==> src/verilog/vif_params.svh <==
// Constants of the video input front end: offsets, fields, reset values, delays.
// Assumes inclusion by bare name from the package and the design modules.
`ifndef VIF_PARAMS_SVH
`define VIF_PARAMS_SVH

// Register byte offsets and control reset value
`define VIF_CTRL_OFFS 4'h0
`define VIF_STATUS_OFFS 4'h4
`define VIF_CTRL_RESET 32'h00000001

// Control fields
`define VIF_CTRL_MIX_EN 0
`define VIF_CTRL_FORCE_PRESET 1

// Status fields
`define VIF_ST_SRC_SEL 0
`define VIF_ST_POL_SEL 1
`define VIF_ST_RANGE_SEL 2
`define VIF_ST_PLL_LOCK 3
`define VIF_ST_HSYNC 4
`define VIF_ST_VSYNC 5
`define VIF_ST_RGB_VALID 6

// Pipeline delays in master clock cycles
`define VIF_RGB_DELAY 32
`define VIF_OVL_DELAY 25

// Preset value shown on every colour output while preset
`define VIF_RGB_PRESET 10'h000

// Feedback ticks counted before the phase loop reports lock
`define VIF_PLL_LOCK_TICKS 16

`endif

==> src/verilog/vif_pkg.sv <==
// Types shared by the video input front end.
// Assumes vif_params.svh is on the include path.
`include "vif_params.svh"

package vif_pkg;
  typedef enum logic [1:0] {VIF_PLL_HOLD, VIF_PLL_ACQ, VIF_PLL_LOCK} vif_pll_state_t;
  typedef logic [9:0] vif_pixel_t;
endpackage
==> src/verilog/vif_delay_ram.sv <==
// Ring-buffer delay line: read data come out of a register.
// Assumes one clock; advance is a one-cycle enable at the master clock rate.
`timescale 1ns/1ps

module vif_delay_ram
  import vif_pkg::*;
#(
  parameter int WIDTH = 30,
  parameter int DEPTH = 30
) (
  // Clock and clear
  input wire logic core_clk,
  input wire logic clear,
  // Stream
  input wire logic advance,
  input wire logic [WIDTH-1:0] wr_data,
  output logic [WIDTH-1:0] rd_data
);
  localparam int PW = (DEPTH > 1) ? $clog2(DEPTH) : 1;

  // Refused at elaboration: a ring shorter than two slots cannot delay
  if (DEPTH < 2 || WIDTH < 1) begin : g_bad_size
    $error("vif_delay_ram: DEPTH must be at least 2 and WIDTH at least 1");
  end

  ////////////////////////////////////////////////////////////////////////////
  logic [WIDTH-1:0] mem [DEPTH];
  logic [PW-1:0] ptr_r;
  logic [PW-1:0] ptr_nxt;
  logic [WIDTH-1:0] rd_data_r;
  logic [WIDTH-1:0] rd_data_nxt;

  always_comb begin
    ptr_nxt = ptr_r;
    rd_data_nxt = rd_data_r;
    if (clear) begin
      ptr_nxt = '0;
      rd_data_nxt = '0;
    end else if (advance) begin
      rd_data_nxt = mem[ptr_r];
      ptr_nxt = (ptr_r == PW'(DEPTH - 1)) ? '0 : ptr_r + PW'(1);
    end
  end

  always_ff @(posedge core_clk) begin
    ptr_r <= ptr_nxt;
    rd_data_r <= rd_data_nxt;
  end

  // Contents need no reset; the owner masks output until the ring is full
  always_ff @(posedge core_clk) begin
    if (advance && !clear) begin
      mem[ptr_r] <= wr_data;
    end
  end

  assign rd_data = rd_data_r;
endmodule

==> src/verilog/vif_frontend.sv <==
// Video input front end: clock path selection, clears, phase loop, pixel pipe.
// Assumes core_clk at 100 MHz oversamples the master clock pins and that all
// video pins are asynchronous to it; software reaches status over Avalon-MM.
`timescale 1ns/1ps
`include "vif_params.svh"

module vif_frontend
  import vif_pkg::*;
(
  // Clock and reset
  input wire logic core_clk,
  input wire logic resetn,
  // Clears
  input wire logic global_clear_n,
  input wire logic pll_clear_n,
  input wire logic rgb_output_preset_n,
  // Master clock pins
  input wire logic diff_clock_pos,
  input wire logic diff_clock_neg,
  input wire logic cmos_clock_in,
  input wire logic clock_source_select,
  input wire logic clock_polarity_select,
  input wire logic pll_range_select,
  // Syncs and pixels
  input wire logic hsync_in,
  input wire logic vsync_in,
  input wire logic [9:0] red_pixel_in,
  input wire logic [9:0] green_pixel_in,
  input wire logic [9:0] blue_pixel_in,
  // Overlay
  input wire logic [1:0] red_overlay_in,
  input wire logic [1:0] green_overlay_in,
  input wire logic [1:0] blue_overlay_in,
  input wire logic overlay_switch,
  input wire logic overlay_mix_control,
  // Video out
  output logic [9:0] red_pixel_out,
  output logic [9:0] green_pixel_out,
  output logic [9:0] blue_pixel_out,
  output logic overlay_switch_out,
  output logic pll_locked,
  // Avalon-MM slave
  input wire logic [3:0] avs_address,
  input wire logic avs_read,
  input wire logic avs_write,
  input wire logic [31:0] avs_writedata,
  output logic [31:0] avs_readdata,
  output logic avs_waitrequest
);
  localparam int SW = 49;
  localparam int LW = 6;

  function automatic vif_pixel_t mix10(vif_pixel_t pix, logic [1:0] ovl, logic ys, logic ym);
    vif_pixel_t o;
    o = {ovl, ovl, ovl, ovl, ovl};
    if (!ys) begin
      mix10 = pix;
    end else if (ym) begin
      mix10 = {1'b0, pix[9:1]} + {1'b0, o[9:1]};
    end else begin
      mix10 = o;
    end
  endfunction

  ////////////////////////////////////////////////////////////////////////////
  // Pin synchronisers
  logic [SW-1:0] s1_r, s1_nxt, s2_r, s2_nxt;
  logic lvl_d_r, lvl_d_nxt, raw, lvl, master_en;

  always_comb begin
    s1_nxt = {diff_clock_pos, diff_clock_neg, cmos_clock_in, clock_source_select,
              clock_polarity_select, pll_range_select, global_clear_n, pll_clear_n,
              rgb_output_preset_n, hsync_in, vsync_in, red_pixel_in, green_pixel_in,
              blue_pixel_in, red_overlay_in, green_overlay_in, blue_overlay_in,
              overlay_switch, overlay_mix_control};
    s2_nxt = s1_r;
    lvl_d_nxt = lvl;
    if (!resetn) begin
      s1_nxt = '0;
      s2_nxt = '0;
      lvl_d_nxt = 1'b0;
    end
  end

  always_ff @(posedge core_clk) begin
    s1_r <= s1_nxt;
    s2_r <= s2_nxt;
    lvl_d_r <= lvl_d_nxt;
  end

  logic dp_s, dn_s, cm_s, sel_s, pol_s, rng_s, gclr_s, pclr_s, rclr_s, hs_s, vs_s;
  logic [29:0] rgb_s;
  logic [7:0] ovl_s;
  assign {dp_s, dn_s, cm_s, sel_s, pol_s, rng_s, gclr_s, pclr_s, rclr_s, hs_s, vs_s,
          rgb_s, ovl_s} = s2_r;

  // Clock path: source, then polarity; edges found by oversampling
  assign raw = sel_s ? cm_s : (dp_s & ~dn_s);
  assign lvl = raw ^ pol_s;
  assign master_en = lvl & ~lvl_d_r;

  // Clears derived from synchronised pins, so release is clean
  logic [31:0] ctrl_r, ctrl_nxt, rdata_r, rdata_nxt;
  logic glob_rst, pll_rst, rgb_rst;
  assign glob_rst = ~resetn | ~gclr_s;
  assign pll_rst = glob_rst | ~pclr_s;
  assign rgb_rst = glob_rst | ~rclr_s | ctrl_r[`VIF_CTRL_FORCE_PRESET];

  ////////////////////////////////////////////////////////////////////////////
  // Phase loop model: divider by range, lock after a run of feedback ticks
  vif_pll_state_t pst_r, pst_nxt;
  logic div_r, div_nxt, locked_r, locked_nxt;
  logic [LW-1:0] lock_cnt_r, lock_cnt_nxt;
  logic fb_tick;
  assign fb_tick = master_en & (rng_s | div_r);

  always_comb begin
    pst_nxt = pst_r;
    div_nxt = div_r;
    lock_cnt_nxt = lock_cnt_r;
    if (master_en) begin
      div_nxt = rng_s ? 1'b0 : ~div_r;
    end
    case (pst_r)
      VIF_PLL_HOLD: begin
        lock_cnt_nxt = '0;
        pst_nxt = VIF_PLL_ACQ;
      end
      VIF_PLL_ACQ: begin
        if (fb_tick) begin
          lock_cnt_nxt = lock_cnt_r + LW'(1);
          if (lock_cnt_r == LW'(`VIF_PLL_LOCK_TICKS - 1)) begin
            pst_nxt = VIF_PLL_LOCK;
          end
        end
      end
      VIF_PLL_LOCK: pst_nxt = VIF_PLL_LOCK;
      default: pst_nxt = VIF_PLL_HOLD;
    endcase
    if (pll_rst) begin
      pst_nxt = VIF_PLL_HOLD;
      div_nxt = 1'b0;
      lock_cnt_nxt = '0;
    end
    locked_nxt = (pst_nxt == VIF_PLL_LOCK);
  end

  always_ff @(posedge core_clk) begin
    pst_r <= pst_nxt;
    div_r <= div_nxt;
    lock_cnt_r <= lock_cnt_nxt;
    locked_r <= locked_nxt;
  end

  ////////////////////////////////////////////////////////////////////////////
  // Pixel pipe: capture and output register one master cycle each, ring the rest
  logic [29:0] in_r, in_nxt, rgb_rd;
  logic [7:0] oin_r, oin_nxt, ovl_rd;
  logic [5:0] fill_r, fill_nxt;
  vif_pixel_t red_r, red_nxt, grn_r, grn_nxt, blu_r, blu_nxt;
  logic osw_r, osw_nxt;
  logic rgb_valid, ovl_valid, mix_on;
  assign rgb_valid = (fill_r == 6'(`VIF_RGB_DELAY));
  assign ovl_valid = (fill_r >= 6'(`VIF_OVL_DELAY));
  assign mix_on = ctrl_r[`VIF_CTRL_MIX_EN] & ovl_rd[1];

  always_comb begin
    in_nxt = in_r;
    oin_nxt = oin_r;
    fill_nxt = fill_r;
    red_nxt = red_r;
    grn_nxt = grn_r;
    blu_nxt = blu_r;
    osw_nxt = osw_r;
    if (master_en) begin
      in_nxt = rgb_s;
      oin_nxt = ovl_s;
      if (!rgb_valid) begin
        fill_nxt = fill_r + 6'h01;
      end
      osw_nxt = ovl_valid & ovl_rd[1];
      red_nxt = mix10(rgb_rd[29:20], ovl_rd[7:6], mix_on, ovl_rd[0]);
      grn_nxt = mix10(rgb_rd[19:10], ovl_rd[5:4], mix_on, ovl_rd[0]);
      blu_nxt = mix10(rgb_rd[9:0], ovl_rd[3:2], mix_on, ovl_rd[0]);
      if (!rgb_valid) begin
        red_nxt = `VIF_RGB_PRESET;
        grn_nxt = `VIF_RGB_PRESET;
        blu_nxt = `VIF_RGB_PRESET;
      end
    end
    if (rgb_rst) begin
      red_nxt = `VIF_RGB_PRESET;
      grn_nxt = `VIF_RGB_PRESET;
      blu_nxt = `VIF_RGB_PRESET;
    end
    if (glob_rst) begin
      in_nxt = '0;
      oin_nxt = '0;
      fill_nxt = '0;
      osw_nxt = 1'b0;
    end
  end

  always_ff @(posedge core_clk) begin
    in_r <= in_nxt;
    oin_r <= oin_nxt;
    fill_r <= fill_nxt;
    red_r <= red_nxt;
    grn_r <= grn_nxt;
    blu_r <= blu_nxt;
    osw_r <= osw_nxt;
  end

  // Ring depths leave two stages for capture and output registers
  vif_delay_ram #(.WIDTH(30), .DEPTH(`VIF_RGB_DELAY - 2)) u_rgb_ring (
    .core_clk(core_clk),
    .clear(glob_rst),
    .advance(master_en),
    .wr_data(in_r),
    .rd_data(rgb_rd)
  );

  vif_delay_ram #(.WIDTH(8), .DEPTH(`VIF_OVL_DELAY - 2)) u_ovl_ring (
    .core_clk(core_clk),
    .clear(glob_rst),
    .advance(master_en),
    .wr_data(oin_r),
    .rd_data(ovl_rd)
  );

  ////////////////////////////////////////////////////////////////////////////
  // Avalon slave: one wait cycle, then answer
  logic wait_r, wait_nxt;

  always_comb begin
    ctrl_nxt = ctrl_r;
    rdata_nxt = rdata_r;
    wait_nxt = ~((avs_read | avs_write) & wait_r);
    if (avs_read && wait_r) begin
      rdata_nxt = 32'h00000000;
      if (avs_address == `VIF_CTRL_OFFS) begin
        rdata_nxt = {30'h00000000, ctrl_r[1:0]};
      end else if (avs_address == `VIF_STATUS_OFFS) begin
        rdata_nxt[`VIF_ST_SRC_SEL] = sel_s;
        rdata_nxt[`VIF_ST_POL_SEL] = pol_s;
        rdata_nxt[`VIF_ST_RANGE_SEL] = rng_s;
        rdata_nxt[`VIF_ST_PLL_LOCK] = locked_r;
        rdata_nxt[`VIF_ST_HSYNC] = hs_s;
        rdata_nxt[`VIF_ST_VSYNC] = vs_s;
        rdata_nxt[`VIF_ST_RGB_VALID] = rgb_valid;
      end
    end
    if (avs_write && !wait_r && avs_address == `VIF_CTRL_OFFS) begin
      ctrl_nxt = {30'h00000000, avs_writedata[1:0]};
    end
    if (glob_rst) begin
      ctrl_nxt = `VIF_CTRL_RESET;
      rdata_nxt = 32'h00000000;
      wait_nxt = 1'b1;
    end
  end

  always_ff @(posedge core_clk) begin
    ctrl_r <= ctrl_nxt;
    rdata_r <= rdata_nxt;
    wait_r <= wait_nxt;
  end

  assign red_pixel_out = red_r;
  assign green_pixel_out = grn_r;
  assign blue_pixel_out = blu_r;
  assign overlay_switch_out = osw_r;
  assign pll_locked = locked_r;
  assign avs_readdata = rdata_r;
  assign avs_waitrequest = wait_r;

  ////////////////////////////////////////////////////////////////////////////
  // Checks
  AST_GLOBAL_CLEAR: assert property (@(posedge core_clk)
    glob_rst |=> (ctrl_r == `VIF_CTRL_RESET) && !locked_r && wait_r && (fill_r == 6'h00))
    else $error("global clear did not initialise state");
  AST_PLL_CLEAR: assert property (@(posedge core_clk) disable iff (glob_rst)
    (!pclr_s && rclr_s) |=> !locked_r && (lock_cnt_r == '0) && $stable(ctrl_r))
    else $error("pll clear reached beyond the loop");
  AST_RGB_PRESET: assert property (@(posedge core_clk)
    rgb_rst |=> (red_r == `VIF_RGB_PRESET) && (grn_r == `VIF_RGB_PRESET)
      && (blu_r == `VIF_RGB_PRESET))
    else $error("colour outputs not preset");
  AST_CLK_SOURCE: assert property (@(posedge core_clk) disable iff (!resetn)
    master_en |-> ((sel_s ? cm_s : (dp_s && !dn_s)) != pol_s) && !lvl_d_r)
    else $error("master edge from wrong clock source");
  AST_CLK_POLARITY: assert property (@(posedge core_clk) disable iff (!resetn)
    (master_en && pol_s) |-> !raw)
    else $error("inverted clock edge taken on wrong level");
  AST_PLL_RANGE: assert property (@(posedge core_clk) disable iff (pll_rst)
    (master_en && !rng_s && !div_r) |-> !fb_tick ##1 (div_r || !$past(master_en)))
    else $error("divider not halving in the fast range");
  AST_PIXEL_CAPTURE: assert property (@(posedge core_clk) disable iff (glob_rst)
    master_en |=> (in_r == $past(rgb_s)) && (oin_r == $past(ovl_s)))
    else $error("pixel words not taken on master edge");
  AST_OVERLAY_MIX: assert property (@(posedge core_clk) disable iff (rgb_rst)
    (master_en && rgb_valid && mix_on && !ovl_rd[0]) |=> red_r == {5{$past(ovl_rd[7:6])}})
    else $error("overlay colour not switched in");
  AST_RGB_DELAY: assert property (@(posedge core_clk) disable iff (glob_rst)
    (master_en && fill_r == 6'(`VIF_RGB_DELAY - 1)) |=> rgb_valid)
    else $error("colour pipe not 32 master cycles");
  AST_OVL_DELAY: assert property (@(posedge core_clk) disable iff (glob_rst)
    (master_en && fill_r == 6'(`VIF_OVL_DELAY - 1)) |=> ovl_valid && !$past(ovl_valid))
    else $error("overlay pipe not 25 master cycles");
  AST_CLEAR_ORDER: assert property (@(posedge core_clk)
    glob_rst |-> pll_rst && rgb_rst)
    else $error("global clear does not dominate");
endmodule

==> config.mk <==
export PLATFORM = sky130hd
export DESIGN_NAME = vif_frontend
export DESIGN_NICKNAME = d
export VERILOG_FILES = /design/src/verilog/vif_pkg.sv /design/src/verilog/vif_delay_ram.sv /design/src/verilog/vif_frontend.sv
export VERILOG_INCLUDE_DIRS = /design/src /design/src/verilog
export SDC_FILE = /design/constraint.sdc
export NUM_CORES = 2
export LEC_CHECK = 0
export BUFFER_PORTS_ARGS = -buffer_cell sky130_fd_sc_hd__buf_4
export CAP_MARGIN = 0
export CORE_ASPECT_RATIO = 1.4
export CORE_MARGIN = 5
export CORE_UTILIZATION = 60
export CTS_CLUSTER_SIZE = 28
export DETAILED_ROUTE_END_ITERATION = 8
export PLACE_DENSITY_LB_ADDON = 0.2
export SYNTH_ARGS = -nofsm -noshare
export SYNTH_HDL_FRONTEND = slang
export SYNTH_SLANG_ARGS = --single-unit
export TNS_END_PERCENT = 50
==> constraint.sdc <==
create_clock -name core_clk -period 5.6 [get_ports core_clk]
set_input_delay 0.28 -clock core_clk [delete_from_list [all_inputs] [get_ports core_clk]]
set_output_delay 0.28 -clock core_clk [all_outputs]
set_load 0.05 [all_outputs]
==> run summary <==
The die covers 91600 µm². The growth of design area from synthesis to finish came out at 13.1%. The first global-routing pass estimated 191000 µm of wire.

154 I/O pins were placed. Among all flip-flop cells after synthesis, the most frequent one is sky130_fd_sc_hd__edfxtp_1. In this design, the stage delay of the slowest critical-path cell is 1.03 ns. The tool flagged a number of max-cap violations equal to 0. In this run the horizontal extent of the chip is 257 µm.

In this run the deepest clock path goes through 3 buffers. The routed design has 129000 µm of wire. Once detailed placement completed, the half-perimeter wirelength came to 80800 µm.

The clock-pin slew on the worst setup and hold paths is 0.06 ns. After synthesis the cells add up to 51300 µm². The run finished with clean final reports. Global routing used 27.9% of the available tracks.

Upper clock frequency limit: 239 MHz. The overflow left after global routing is 0, and the routed wire length per instance is 28.0 µm. Counting distinct cell types in the post-synthesis netlist gives 72. At the end of the flow the core is filled with cells to 68.1%. For the placeable core region, the log shows 85300 µm². Setup repair after global routing left no endpoint under its margin. The total clock sinks was 1326.

Counting flops and latches in the post-synthesis netlist gives 1326. Number of antenna violations at the first check in global routing: 0. The worst hold path was traced through 5 stages. The number of warnings printed during yosys synthesis is 0, and the leakage power is 19.9 nW. For the number of design-rule violations left by the first detailed-router iteration, the log shows 2879.

The clock tree synthesis step divided the H-tree into 3 levels. The worst-case register-to-register setup slack came out at 1.42 ns. The number of clock buffers added by TritonCTS is 117. The final-report hold violation count was 0. The largest individual stage delay along the critical path comes from the cell sky130_fd_sc_hd__nor2_4.

The sequential cells in the finished layout cover a total of 37400 µm². The signal on the critical path passes through or3b_4 -> a2111o_2 -> nor2_2 -> nand2_1 -> nor2_4 -> buf_4. TritonCTS built the clock tree. The count of cells in the finished layout, fillers not included, comes to 4631.

Routability-driven placement finished with a final weighted congestion of 0.881. For the worst setup path, the data arrival time is 4.59 ns. The net count of the finished layout is 3561, and the final worst clock skew is 0.0403 ns.

In this run, synthesis inferred 1084 flip-flops with an integrated enable. The worst voltage drop across the vdd grid was 302 µV. The share of layout cells above drive strength 1 is 14.4%. The number of failing setup endpoints in the final timing report is 0. The tools report the number of fill cells as 5623. Summing the sequential cell areas from Yosys gives 72.9% of the chip area. In the synthesized netlist, the number of instances is 3255. Dividing total power by cell area gives a power density of 327 nW/µm². The worst hold path belongs to the class in -> reg.

The run gives 1.52 ns as the setup slack after placement. The port buffer count was 98; the height of the die was 356 µm. The number of global-route vias before repair was 29700. STA classifies the critical path startpoint as a register.

The final route contains 29500 vias. Of all nets on the critical path, the largest fanout is 20. The number of antenna diodes in the final layout is 0. The detailed-routing iteration count for the pre-antenna-repair pass came out at 9.

The setup TNS came out at 0 ns. The tools report the largest net degree at the start of global routing as 127. The final period utilization is 74.6%, and the number of slew-limit violations in the final report is 0.

The mean post-synth cell area is 15.8 µm², and the share of synthesized flip-flops with an asynchronous set or reset is 0%. The residual antenna-violating net count after detailed routing was 0. STA classifies the critical path endpoint as a register.

For the worst-skew pair, the clock arrives at the later sink with an insertion delay of 0.72 ns. Measured in cells, the most critical reg-to-reg path has a length of 6. In this run the core area contains 127 standard-cell rows. In this run, placement finished with an instance count of 4352. At the pin with the least slew margin, the transition time is 1.30 ns. Summing all multi-input logic gate instances after layout gives 13200 µm². After detailed routing, the number of remaining DRC violations is 0.

Using the TritonRoute via totals, the vias-per-cell ratio works out to 6.38. Initial core utilization: 60.2%. For the worst setup path, the data required time is 6.01 ns. The smallest clock period supported by the final layout is computed as 4.18 ns. The number of gates resized after cts was 0. Measured against its own limit, the worst slew margin works out to 13.2%. Worst setup path category: reg -> reg.

The root buffer cell is sky130_fd_sc_hd__clkbuf_16. The post-route worst setup slack came out at 1.42 ns.
-- flip-flops by register name (all words and copies together) (netlist names) --
name / count
s1_r: 49
avs_readdata: 7
red_pixel_out: 10
avs_waitrequest: 1
fill_r: 6
in_r: 30
pst_r: 2
overlay_switch_out: 1
oin_r: 8
div_r: 1
u_rgb_ring.ptr_r: 5
u_ovl_ring.ptr_r: 5
blue_pixel_out: 10
s2_r: 49
lvl_d_r: 1
u_rgb_ring.rd_data: 30
u_rgb_ring.mem: 900
ctrl_r: 2
lock_cnt_r: 6
green_pixel_out: 10
u_ovl_ring.rd_data: 8
u_ovl_ring.mem: 184
pll_locked: 1
-- cell usage in the layout, fill, tap and decap left out, types with 31 or more instances in the layout --
cell and instances:
sky130_fd_sc_hd__buf_4 180, sky130_fd_sc_hd__o21ai_0 107, sky130_fd_sc_hd__mux4_2 61, sky130_fd_sc_hd__ha_1 39
sky130_fd_sc_hd__a22oi_1 42, sky130_fd_sc_hd__dlygate4sd3_1 55, sky130_fd_sc_hd__and2_1 104, sky130_fd_sc_hd__a21oi_1 135
sky130_fd_sc_hd__nand2_1 167, sky130_fd_sc_hd__edfxtp_1 1084, sky130_fd_sc_hd__mux2i_1 401, sky130_fd_sc_hd__nor4_1 31
sky130_fd_sc_hd__nor2_1 113, sky130_fd_sc_hd__o22ai_1 167, sky130_fd_sc_hd__clkbuf_16 120, sky130_fd_sc_hd__dfxtp_1 238
-- metal layers --
metal / vias up / share of wire (%) / track usage [%]
met5: - / 0 / 0
met4: 0 / 3.8 / 10.5
met3: 264 / 6.8 / 4.08
met2: 1303 / 52 / 49.6
met1: 15000 / 37 / 35.0
li1: 13000 / - / -
-- stage by stage --
stage	cell area (µm²)	hold slack, ns	total power [mW]
floorplan	51400	0.396	10.9
global placement	53600	0.423	11.0
detailed placement	53600	0.419	11.0
CTS	58100	0.00538	19.1
global route	58100	0.144	19.5
finish	58100	0.0675	19.0
-- cell usage after synthesis (30+ instances only) --
cell type,count,share of area [%]
sky130_fd_sc_hd__edfxtp_1,1084,63
sky130_fd_sc_hd__mux2i_1,401,7.8
sky130_fd_sc_hd__dfxtp_1,242,9.4
sky130_fd_sc_hd__nand2_1,168,1.2
sky130_fd_sc_hd__o22ai_1,167,2.0
sky130_fd_sc_hd__nor2_1,138,1.0
sky130_fd_sc_hd__a21oi_1,135,1.3
sky130_fd_sc_hd__o21ai_0,107,1.0
sky130_fd_sc_hd__and2_1,104,1.3
sky130_fd_sc_hd__clkbuf_1,101,0.74
sky130_fd_sc_hd__mux4_2,61,2.7
sky130_fd_sc_hd__buf_2,60,0.58
sky130_fd_sc_hd__a22oi_1,42,0.61
sky130_fd_sc_hd__ha_1,39,0.95
sky130_fd_sc_hd__nor4_1,31,0.38
sky130_fd_sc_hd__or4_1,30,0.44
-- where the power goes --
| part | switching, mW | leakage, nW | internal (mW) |
|---|---|---|---|
| clock | 3.55 | 1.91 | 4.62 |
| sequential | 0.0266 | 14.0 | 10.5 |
| combinational | 0.165 | 3.99 | 0.101 |
-- what timing repair did --
item,4_1_cts,5_1_grt
hold endpoints to repair,52,0
hold buffers,55,0
buffers inserted,0,0
-- critical path, delay by kind of cell (launching register included) --
| kind | cells | cell delay (ns) |
|---|---|---|
| compound gates | 1 | 0.59 |
| simple gates | 4 | 2.61 |
| buf+inv | 1 | 0.30 |
| flops | 1 | 0.34 |
-- cells by family (layout without fill, tap and decap cells) --
family                   Yosys count  in the layout  synth area share, %
flip-flops                      1326           1326                 72.9
buffers and inverters            230            486                 2.02
XOR/XNOR                          14             14                0.239
multiplexers                     487            487                 11.0
AND/OR/NAND/NOR                  599            599                 6.03
other                              1             25              0.00731
adder cells (fa/ha/maj)           42             42                 1.07
AO/OA/AOI/OAI                    556            556                 6.74
-- final timing paths --
| check | from | to |
|---|---|---|
| max | s2_r[45] | u_rgb_ring.mem[0][7] |
| min | avs_address[2] | avs_readdata[1] |
| max reg2reg | s2_r[45] | u_rgb_ring.mem[0][7] |
| min reg2reg | s1_r[40] | s2_r[40] |
-- cell type report --
cell class              count  area share, %
multi-input cells        1723           22.8
clock inverters            62           1.13
flip-flops and latches   1326           64.4
inverters                  20          0.129
well taps                1096           2.36
repair buffers            242           3.52
clock buffers             162           5.65
Power figures use the tool's default switching activity.
